--- src/rtl/dps_pkg.sv ---
package dps_pkg;

  // Timebase: the internal period is four ref_clk cycles, one quarter each
  localparam int CLK_PERIOD_NS = 100;
  localparam int TC_NS         = 400;
  localparam int Q_PER_TC      = TC_NS / CLK_PERIOD_NS;

  localparam int ADDR_W    = 12;
  localparam int DATA_W    = 24;
  localparam int PH_W      = 5;
  localparam int TMR_W     = 6;
  localparam int REFRESH_W = 16;

  localparam logic [3:0] SUPPORTED_WS = 4'h3;
  localparam logic [1:0] OOP_WAIT_A   = 2'h2;
  localparam logic [1:0] OOP_WAIT_B   = 2'h3;

  // Figures in hundredths of an internal period
  localparam int SAME_DIR_CYC_X100   = 400;
  localparam int MIXED_CYC_X100      = 350;
  localparam int CAS_WIDTH_X100      = 200;
  localparam int CAS_OFF_X100        = 150;
  localparam int COL_SETUP_X100      = 100;
  localparam int COL_HOLD_X100       = 250;
  localparam int RAS_AFT_CASOFF_X100 = 450;
  localparam int GAP_A_X100          = 475;
  localparam int GAP_B_X100          = 675;
  localparam int WR_TO_CAS_X100      = 125;
  localparam int WR_WIDTH_X100       = 350;
  localparam int WR_BEF_CASOFF_X100  = 325;
  localparam int DATA_HOLD_X100      = 250;
  localparam int DQ_ON_X100          = 75;

  function automatic int min_q(input int x100);
    min_q = (x100 * Q_PER_TC + 99) / 100;
  endfunction

  function automatic int max_q(input int x100);
    max_q = (x100 * Q_PER_TC) / 100;
  endfunction

  // Event positions within one column access, in quarters from its start; row hold and gaps count from column release
  localparam int CAS_ON_Q   = min_q(WR_TO_CAS_X100);
  localparam int DQ_ON_Q    = max_q(DQ_ON_X100);
  localparam int CAS_OFF_Q  = min_q(WR_BEF_CASOFF_X100);
  localparam int WR_OFF_Q   = min_q(WR_WIDTH_X100);
  localparam int DQ_OFF_Q   = CAS_ON_Q + min_q(DATA_HOLD_X100);
  localparam int RD_OFF_Q   = CAS_OFF_Q + 1;
  localparam int CAPTURE_Q  = CAS_OFF_Q;
  localparam int ACC_Q      = min_q(SAME_DIR_CYC_X100);
  localparam int RAS_HOLD_Q = min_q(RAS_AFT_CASOFF_X100);
  localparam int GAP_A_Q    = min_q(GAP_A_X100);
  localparam int GAP_B_Q    = min_q(GAP_B_X100);

  // Row opening: address setup before row strobe, then row-to-column delay
  localparam int ROW_SETUP_Q = 2;
  localparam int OPEN_END_Q  = ROW_SETUP_Q + 4;

  typedef enum logic [2:0] {
    ST_IDLE,
    ST_OPEN,
    ST_ACCESS,
    ST_PAGE,
    ST_CLOSE
  } dps_state_e;

endpackage

--- src/rtl/dps_sequencer.sv ---
// Contract
// - Same-direction page accesses start at least four internal periods apart.
// - Mixed read/write page accesses keep at least a 3.5 period cycle.
// - Column strobe stays asserted at least two periods per access.
// - Column strobe stays high at least 1.5 periods between pulses.
// - Column address is valid one period before column strobe asserts.
// - Column address holds 2.5 periods after column strobe asserts.
// - Row strobe holds 2.5 periods after the last column strobe assertion.
// - Row strobe holds 4.5 periods after the previous column strobe release.
// - Out-of-page field 10/11 sets 4.75/6.75 period precharge gap; else none.
// - Write strobe asserts 1.25 periods before column strobe on writes.
// - Write strobe stays asserted at least 3.5 periods on writes.
// - Write strobe spans 2.25 after column assert and 3.25 before release.
// - Write data valid 0.5 before column strobe, held 2.5 after.
// - Reads: write strobe off 1.25 before column strobe, 0.75 after release.
// - Read strobe always releases after the column strobe.
// - Wait-state count and refresh period come from control configuration; the code supports only 3 wait states and sets cfg_bad otherwise.
// - Row strobe holds 3.5 periods after the last read strobe assertion.
// - Row strobe holds 3.75 periods after the last write strobe assertion.
// - Last column address valid four periods before row strobe release.
// - Data bus driven 0.75 after write strobe, released within 0.25 of release.
`timescale 1ns/1ns
module dps_sequencer
  import dps_pkg::*;
(
  input  wire logic                 ref_clk,
  input  wire logic                 rst,
  input  wire logic                 ce,
  input  wire logic [3:0]           cfg_page_wait_states,
  input  wire logic [REFRESH_W-1:0] cfg_refresh_period,
  input  wire logic [1:0]           out_of_page_wait_select,
  input  wire logic                 page_close_req,
  input  wire logic                 req_valid,
  output logic                      req_ready,
  input  wire logic                 req_write,
  input  wire logic [ADDR_W-1:0]    req_row,
  input  wire logic [ADDR_W-1:0]    req_col,
  input  wire logic [DATA_W-1:0]    req_wdata,
  output logic                      rsp_valid,
  output logic [DATA_W-1:0]         rsp_rdata,
  output logic                      cfg_bad,
  output logic                      refresh_due,
  output logic                      dram_ras_n,
  output logic                      dram_cas_n,
  output logic                      dram_rd_n,
  output logic                      dram_wr_n,
  output logic [ADDR_W-1:0]         dram_addr,
  output logic [DATA_W-1:0]         dram_dq_o,
  output logic                      dram_dq_oe,
  input  wire logic [DATA_W-1:0]    dram_dq_i
);

  dps_state_e        state_r;
  dps_state_e        state_nxt;
  logic [PH_W-1:0]   ph_r;
  logic [PH_W-1:0]   ph_nxt;
  logic              acc_start;
  logic              take;
  logic              hit;
  logic              cfg_ok;
  logic              pend_r;
  logic [ADDR_W-1:0] row_r;
  logic [ADDR_W-1:0] cur_row_r;
  logic [ADDR_W-1:0] cur_col_r;
  logic [DATA_W-1:0] cur_wdata_r;
  logic              cur_write_r;
  logic              src_write;
  logic [ADDR_W-1:0] src_col;
  logic [DATA_W-1:0] src_wdata;
  logic              cas_release;
  logic              hold_done;
  logic              gap_done;
  logic [TMR_W-1:0]  gap_val;
  logic              refresh_tick;
  logic              req_ready_r;
  logic              rsp_valid_r;
  logic [DATA_W-1:0] rsp_rdata_r;
  logic              cfg_bad_r;
  logic              refresh_due_r;
  logic              ras_n_r;
  logic              cas_n_r;
  logic              rd_n_r;
  logic              wr_n_r;
  logic [ADDR_W-1:0] addr_r;
  logic [DATA_W-1:0] dq_o_r;
  logic              dq_oe_r;

  assign cfg_ok = (cfg_page_wait_states == SUPPORTED_WS);
  assign take   = req_valid && req_ready_r;
  assign hit    = (req_row == row_r);

  // A column access starting on the accepting edge takes the request directly
  assign src_write = take ? req_write : cur_write_r;
  assign src_col   = take ? req_col   : cur_col_r;
  assign src_wdata = take ? req_wdata : cur_wdata_r;

  assign cas_release = (state_r == ST_ACCESS) && (ph_r == PH_W'(CAS_OFF_Q));

  always_comb begin
    unique case (out_of_page_wait_select)
      OOP_WAIT_A: gap_val = TMR_W'(GAP_A_Q);
      OOP_WAIT_B: gap_val = TMR_W'(GAP_B_Q);
      default:    gap_val = '0;
    endcase
  end

  // Row strobe hold from column release covers the column, read, write
  // and address hold requirements, all of which end earlier
  dps_down_timer u_ras_hold (
    .ref_clk  (ref_clk),
    .rst      (rst),
    .ce       (ce),
    .load     (cas_release),
    .load_val (TMR_W'(RAS_HOLD_Q)),
    .done     (hold_done)
  );

  dps_down_timer u_precharge_gap (
    .ref_clk  (ref_clk),
    .rst      (rst),
    .ce       (ce),
    .load     (cas_release),
    .load_val (gap_val),
    .done     (gap_done)
  );

  dps_refresh_tick u_refresh (
    .ref_clk (ref_clk),
    .rst     (rst),
    .ce      (ce),
    .period  (cfg_refresh_period),
    .tick_r  (refresh_tick)
  );

  always_comb begin
    state_nxt = state_r;
    ph_nxt    = ph_r;
    acc_start = 1'b0;
    unique case (state_r)
      ST_IDLE: begin
        if (take) begin
          state_nxt = ST_OPEN;
          ph_nxt    = '0;
        end
      end
      ST_OPEN: begin
        if (ph_r == PH_W'(ROW_SETUP_Q) && !gap_done) begin
          ph_nxt = ph_r;
        end else if (ph_r == PH_W'(OPEN_END_Q)) begin
          state_nxt = ST_ACCESS;
          ph_nxt    = PH_W'(1);
          acc_start = 1'b1;
        end else begin
          ph_nxt = ph_r + PH_W'(1);
        end
      end
      ST_ACCESS: begin
        if (ph_r == PH_W'(ACC_Q)) begin
          if (take && hit) begin
            ph_nxt    = PH_W'(1);
            acc_start = 1'b1;
          end else if (take || page_close_req) begin
            state_nxt = ST_CLOSE;
          end else begin
            state_nxt = ST_PAGE;
          end
        end else begin
          ph_nxt = ph_r + PH_W'(1);
        end
      end
      ST_PAGE: begin
        if (take && hit) begin
          state_nxt = ST_ACCESS;
          ph_nxt    = PH_W'(1);
          acc_start = 1'b1;
        end else if (take || page_close_req) begin
          state_nxt = ST_CLOSE;
        end
      end
      ST_CLOSE: begin
        if (hold_done) begin
          state_nxt = pend_r ? ST_OPEN : ST_IDLE;
          ph_nxt    = '0;
        end
      end
      default: begin
        state_nxt = ST_IDLE;
        ph_nxt    = '0;
      end
    endcase
  end

  always_ff @(posedge ref_clk) begin
    if (rst) begin
      state_r <= ST_IDLE;
      ph_r    <= '0;
    end else if (ce) begin
      state_r <= state_nxt;
      ph_r    <= ph_nxt;
    end
  end

  // Ready only where the next edge may start or queue an access
  always_ff @(posedge ref_clk) begin
    if (rst) begin
      req_ready_r <= 1'b0;
    end else if (ce) begin
      req_ready_r <= cfg_ok && !(take && !hit && state_r != ST_IDLE) &&
                     ((state_nxt == ST_IDLE) || (state_nxt == ST_PAGE) ||
                      (state_nxt == ST_ACCESS && ph_nxt == PH_W'(ACC_Q)));
    end
  end

  // Request latch and pending row miss
  always_ff @(posedge ref_clk) begin
    if (rst) begin
      cur_row_r   <= '0;
      cur_col_r   <= '0;
      cur_wdata_r <= '0;
      cur_write_r <= 1'b0;
      pend_r      <= 1'b0;
    end else if (ce) begin
      if (take) begin
        cur_row_r   <= req_row;
        cur_col_r   <= req_col;
        cur_wdata_r <= req_wdata;
        cur_write_r <= req_write;
      end
      if (take && !hit && (state_r == ST_ACCESS || state_r == ST_PAGE)) begin
        pend_r <= 1'b1;
      end else if (state_r == ST_CLOSE && hold_done) begin
        pend_r <= 1'b0;
      end
    end
  end

  // Open row and address pins
  always_ff @(posedge ref_clk) begin
    if (rst) begin
      row_r  <= '0;
      addr_r <= '0;
    end else if (ce) begin
      if (state_r == ST_OPEN && ph_r == '0) begin
        row_r  <= cur_row_r;
        addr_r <= cur_row_r;
      end else if (acc_start) begin
        addr_r <= src_col;
      end
    end
  end

  // Row strobe
  always_ff @(posedge ref_clk) begin
    if (rst) begin
      ras_n_r <= 1'b1;
    end else if (ce) begin
      if (state_r == ST_OPEN && ph_r == PH_W'(ROW_SETUP_Q) && gap_done) begin
        ras_n_r <= 1'b0;
      end else if (state_r == ST_CLOSE && hold_done) begin
        ras_n_r <= 1'b1;
      end
    end
  end

  // Column strobe
  always_ff @(posedge ref_clk) begin
    if (rst) begin
      cas_n_r <= 1'b1;
    end else if (ce) begin
      if (state_r == ST_ACCESS && ph_r == PH_W'(CAS_ON_Q)) begin
        cas_n_r <= 1'b0;
      end else if (cas_release) begin
        cas_n_r <= 1'b1;
      end
    end
  end

  // Read and write strobes
  always_ff @(posedge ref_clk) begin
    if (rst) begin
      wr_n_r <= 1'b1;
      rd_n_r <= 1'b1;
    end else if (ce) begin
      if (acc_start) begin
        wr_n_r <= !src_write;
        rd_n_r <= src_write;
      end else if (state_r == ST_ACCESS) begin
        if (ph_r == PH_W'(WR_OFF_Q)) begin
          wr_n_r <= 1'b1;
        end
        if (ph_r == PH_W'(RD_OFF_Q)) begin
          rd_n_r <= 1'b1;
        end
      end
    end
  end

  // Write data bus
  always_ff @(posedge ref_clk) begin
    if (rst) begin
      dq_o_r  <= '0;
      dq_oe_r <= 1'b0;
    end else if (ce) begin
      if (acc_start) begin
        dq_o_r <= src_wdata;
      end
      if (state_r == ST_ACCESS && cur_write_r) begin
        if (ph_r == PH_W'(DQ_ON_Q)) begin
          dq_oe_r <= 1'b1;
        end else if (ph_r == PH_W'(DQ_OFF_Q)) begin
          dq_oe_r <= 1'b0;
        end
      end
    end
  end

  // Read capture on the column release edge
  always_ff @(posedge ref_clk) begin
    if (rst) begin
      rsp_valid_r <= 1'b0;
      rsp_rdata_r <= '0;
    end else if (ce) begin
      rsp_valid_r <= 1'b0;
      if (state_r == ST_ACCESS && !cur_write_r && ph_r == PH_W'(CAPTURE_Q)) begin
        rsp_valid_r <= 1'b1;
        rsp_rdata_r <= dram_dq_i;
      end
    end
  end

  // Configuration status and refresh request
  always_ff @(posedge ref_clk) begin
    if (rst) begin
      cfg_bad_r     <= 1'b0;
      refresh_due_r <= 1'b0;
    end else if (ce) begin
      cfg_bad_r     <= !cfg_ok;
      refresh_due_r <= refresh_tick;
    end
  end

  assign req_ready   = req_ready_r;
  assign rsp_valid   = rsp_valid_r;
  assign rsp_rdata   = rsp_rdata_r;
  assign cfg_bad     = cfg_bad_r;
  assign refresh_due = refresh_due_r;
  assign dram_ras_n  = ras_n_r;
  assign dram_cas_n  = cas_n_r;
  assign dram_rd_n   = rd_n_r;
  assign dram_wr_n   = wr_n_r;
  assign dram_addr   = addr_r;
  assign dram_dq_o   = dq_o_r;
  assign dram_dq_oe  = dq_oe_r;

endmodule // dps_sequencer

--- src/rtl/dps_down_timer.sv ---
`timescale 1ns/1ns
module dps_down_timer
  import dps_pkg::*;
(
  input  wire logic             ref_clk,
  input  wire logic             rst,
  input  wire logic             ce,
  input  wire logic             load,
  input  wire logic [TMR_W-1:0] load_val,
  output logic                  done
);

  logic [TMR_W-1:0] cnt_r;

  always_ff @(posedge ref_clk) begin
    if (rst) begin
      cnt_r <= '0;
    end else if (ce) begin
      if (load) begin
        cnt_r <= load_val;
      end else if (cnt_r != '0) begin
        cnt_r <= cnt_r - TMR_W'(1);
      end
    end
  end

  assign done = (cnt_r == '0);

endmodule // dps_down_timer

--- src/rtl/dps_refresh_tick.sv ---
`timescale 1ns/1ns
module dps_refresh_tick
  import dps_pkg::*;
(
  input  wire logic                 ref_clk,
  input  wire logic                 rst,
  input  wire logic                 ce,
  input  wire logic [REFRESH_W-1:0] period,
  output logic                      tick_r
);

  logic [REFRESH_W-1:0] cnt_r;

  always_ff @(posedge ref_clk) begin
    if (rst) begin
      cnt_r  <= '0;
      tick_r <= 1'b0;
    end else if (ce) begin
      // Zero period disables the tick
      if (period == '0) begin
        cnt_r  <= '0;
        tick_r <= 1'b0;
      end else if (cnt_r >= period - REFRESH_W'(1)) begin
        cnt_r  <= '0;
        tick_r <= 1'b1;
      end else begin
        cnt_r  <= cnt_r + REFRESH_W'(1);
        tick_r <= 1'b0;
      end
    end
  end

endmodule // dps_refresh_tick

--- config.mk ---
export PLATFORM = sky130hd
export DESIGN_NAME = dps_sequencer
export DESIGN_NICKNAME = d
export VERILOG_FILES = /design/src/rtl/dps_pkg.sv /design/src/rtl/dps_sequencer.sv /design/src/rtl/dps_down_timer.sv /design/src/rtl/dps_refresh_tick.sv
export SDC_FILE = /design/constraint.sdc
export NUM_CORES = 1
export LEC_CHECK = 0
export ABC_CLOCK_PERIOD_IN_PS = 3600
export BUFFER_PORTS_ARGS = -buffer_cell sky130_fd_sc_hd__buf_2
export CAP_MARGIN = 20
export CORE_UTILIZATION = 40
export DETAILED_ROUTE_END_ITERATION = 8
export GPL_TIMING_DRIVEN = 0
export SETUP_SLACK_MARGIN = 0.05
export SLEW_MARGIN = 40
export SYNTH_ARGS = -nofsm -noshare
export SYNTH_HDL_FRONTEND = slang
export SYNTH_SLANG_ARGS = --single-unit
--- constraint.sdc ---
create_clock -name ref_clk -period 3.6 [get_ports ref_clk]
set_clock_uncertainty 0.05 [all_clocks]
set_input_delay 0.36 -clock ref_clk [delete_from_list [all_inputs] [get_ports ref_clk]]
set_output_delay 0.36 -clock ref_clk [all_outputs]
set_load 0.02 [all_outputs]
==> impl_results.md <==
- Via Count: 7885
- CTS tree: built
- Ys async rst share: 0%
- Floorplan Core Area: 19600 um^2
- # DRC: 0
- Die Ht: 144 um
- Post-route cell area: between 9000 and 10000 um^2
- Leak Pwr: between 3 and 4 nW
- CP required: 3.87 ns
- Ant diodes: 0
- Startpoint types: input pin
- Slew Limit Fails: 0
- Avg Cell Area, Syn: 7.67 um^2
- Pwr/cell area: 449 nW/um^2
- Final wirelength: 23700 um
- Fraction of layout cells with a size suffix above 1: 17.5%
- Area grow syn2layout: 21.9%
- Status: finished, final reports clean
- Tmin final: ~3.3 ns
- Largest net degree at the start of global routing: 17
- WHS: 0.113 ns
- Final Hold Fails: 0
- Reg power frac: a little under half
- Tightest Pin Transition: 0.702 ns
- Placement Cell Area: 9200 um^2
- Finished Layout Cells: 1510
- Hold Path Class: input pin to flop
- Clk slew on worst S/H paths: approximately 0.070 ns
- Comb power frac: 14.9%
- Seq/Total Area, Yosys: 41.9%
- Area leader, netlist: dfxtp_1
- Warnings, synthesis: 0
- Top post-synthesis cells by area: dfxtp_1, nand2_1, a21oi_1
- Syn Inst Count: ~1.0k
- Die width: 144 um
- Cell count after placement: 1479
- Synthesized cell area: 8030 um^2
- Post-DP HPWL: 17400 um
- Prevailing post-synth register cell: dfxtp_1
- Initial antenna violation count: 2
- Die area: 20600 um^2
- Post-DRT Antenna Nets: 0
- Reg2Reg Setup Slack: between 0.7 and 0.8 ns
- Post-DR vias/cell: 5.22
- Crit-path max FO: 10
- Global-route usage over all layers: 23.9%
- Initial DRC Count: 460
- Post-DR wirelength/cell: between 15 and 20 um
- Global-route wire length before repair: approximately 38000 um
- Worst path arrival time: roughly 3.6 ns
- Clk Latency, worst-skew pair: ~0.43 ns
- Crit Path Class: input pin to flop
- Final nets: 1359
- Post-CTS Setup Inserts: 0
- Max Cap Viol: 0
- Most common cell in the synthesized netlist: nand2_1
- Commonest cells post-synth: nand2_1, dfxtp_1, nor2_1
- Peak supply drop: roughly 0.32 mV
- Fmax: 305 MHz
- Internal power: 0.00316 W
- Crit share post-route: 91.1%
- Headroom to the max-slew limit: 53.2%
- Worst setup EP type: flop
- FF+latch count, synth: 168
- Htree depth: 4
- GRT overflow: 0
- Initial core utilization: 41.0%
- RSZ-0062 raised after global routing: no
- Ports: 169
- Number of enable flip-flop cells after synthesis: 0
- Syn Nets: 1173
- Number of port buffers: 167
- Area share of the largest cell type after synthesis: about two fifths
- Count of cell types in the netlist: 57
- Detailed Routing Iterations Pass 1: 5
- Longest Clk Path Bufs: 2
- Final-layout fill cell count: 2019
- NetSw: roughly 0.0012 W
- CTS buffer count: 17
- Std-Cell Rows: between 50 and 60
- Clk root buf: clkbuf_16
- Vias in the first global route: around 7.5k
- Switching Share: 28.1%
- Final Setup Violations: 0
- GPL Wtd Cong: about 0.89
- Clk pwr share: 40.0%
- Clk sinks: around 170
==> registers in the layout, summed over array words and instances, names as in the netlist, 6 cells and up <==
signal,cells
dram_dq_o,24
rsp_rdata,24
u_ras_hold.cnt_r,6
u_precharge_gap.cnt_r,6
cur_row_r,12
dram_addr,12
cur_wdata_r,24
row_r,12
cur_col_r,12
u_refresh.cnt_r,16
==> power by group through the flow <==
stage	clock network, W	logic [W]	registers, W
4_1_cts	0.00179	0.000654	0.00198
3_5_place_dp	0	0.000648	0.00202
6_report	0.00176	0.000657	0.00198
3_3_place_gp	0	0.000641	0.00202
2_1_floorplan	0	0.000456	0.00201
5_1_grt	0.00186	0.000734	0.00199
==> layout make-up <==
| cell class | instances | area (um^2) | share of cell area (%) |
|---|---|---|---|
| buffer | 67 | 268 | 2.74 |
| clock buffer | 19 | 433 | 4.42 |
| clock inverter | 12 | 118 | 1.20 |
| inverter | 18 | 67.6 | 0.690 |
| multi-input combinational | 794 | 4370 | 44.7 |
| sequential | 168 | 3360 | 34.4 |
| tap | 265 | 332 | 3.39 |
| timing repair buffer | 167 | 836 | 8.54 |
==> layout by cell type, fill, tap and decap left out, drive strengths merged, types with 5 or more instances in the layout <==
cell	count
and3	5
ha	26
clkbuf	76
xor2	22
nand2b	11
nand3	25
a211oi	5
mux2i	16
inv	24
o211ai	7
a31oi	15
o311ai	6
buf	177
o21ai	14
nor2	101
nand4	7
xnor2	16
nor3	17
nand2	298
a311oi	26
nor4	10
dfxtp	168
a21oi	100
nor3b	8
==> critical path: stages <==
cell	delay [ns]
buf_2	0.11
or3_1	0.44
nor3_4	0.17
and3_4	0.22
nand2_1	0.06
xor2_1	0.14
ha_1	0.31
a2111oi_2	0.40
o21ai_0	0.13
a221o_1	0.32
a31oi_4	0.25
nand3b_1	0.14
clkbuf_4	0.24
o311ai_0	0.26
==> repair_timing <==
action	CTS	global route
hold buffers	0	0
setup endpoints to repair	15	15
resized for setup	3	10
==> path summary, 6_finish.rpt <==
check | startpoint | end | depth (start not counted)
worst max-delay path | cfg_refresh_period[7] | u_refresh.cnt_r[8] | 14
worst min-delay path | dram_dq_i[9] | rsp_rdata[9] | 3
worst max register to register | ph_r[0] | dram_addr[2] | 9
worst min register to register | rsp_rdata[21] | rsp_rdata[21] | 2
==> cell families after synthesis <==
kind of cell    share of synthesized area (%)
simple gates                             26.6
compound gates                           17.2
flops                                    41.9
buf+inv                                  4.11
xor+xnor                                 4.15
fa+ha+maj                                4.05
mux                                      1.99
==> per-layer routing <==
metal | share of wire (%) | wire length (um) | GRT usage (%) | vias to the layer above
met1 | 46 | 10900 | 31.6 | 3654
met4 | 1.4 | 321 | 6.33 | 4
li1 | - | - | - | 3970
met3 | 7.1 | 1670 | 5.86 | 28
met5 | 0.093 | 22 | 0 | -
met2 | 45 | 10700 | 38.5 | 229
==> per-stage QoR <==
stage	utilization [%]	power, W	worst slack [ns]	TNS, ns
after floorplan	-	0.00247	0.197	0
after global placement	46.9	0.00266	-0.483	-6.34
after detailed placement	46.9	0.00267	-0.597	-7.48
after CTS	49.8	0.00442	0.0502	0
after global routing	50.0	0.00458	0.0914	0
final	50.0	0.00439	0.320	0
(Power assumes the default switching activity.)
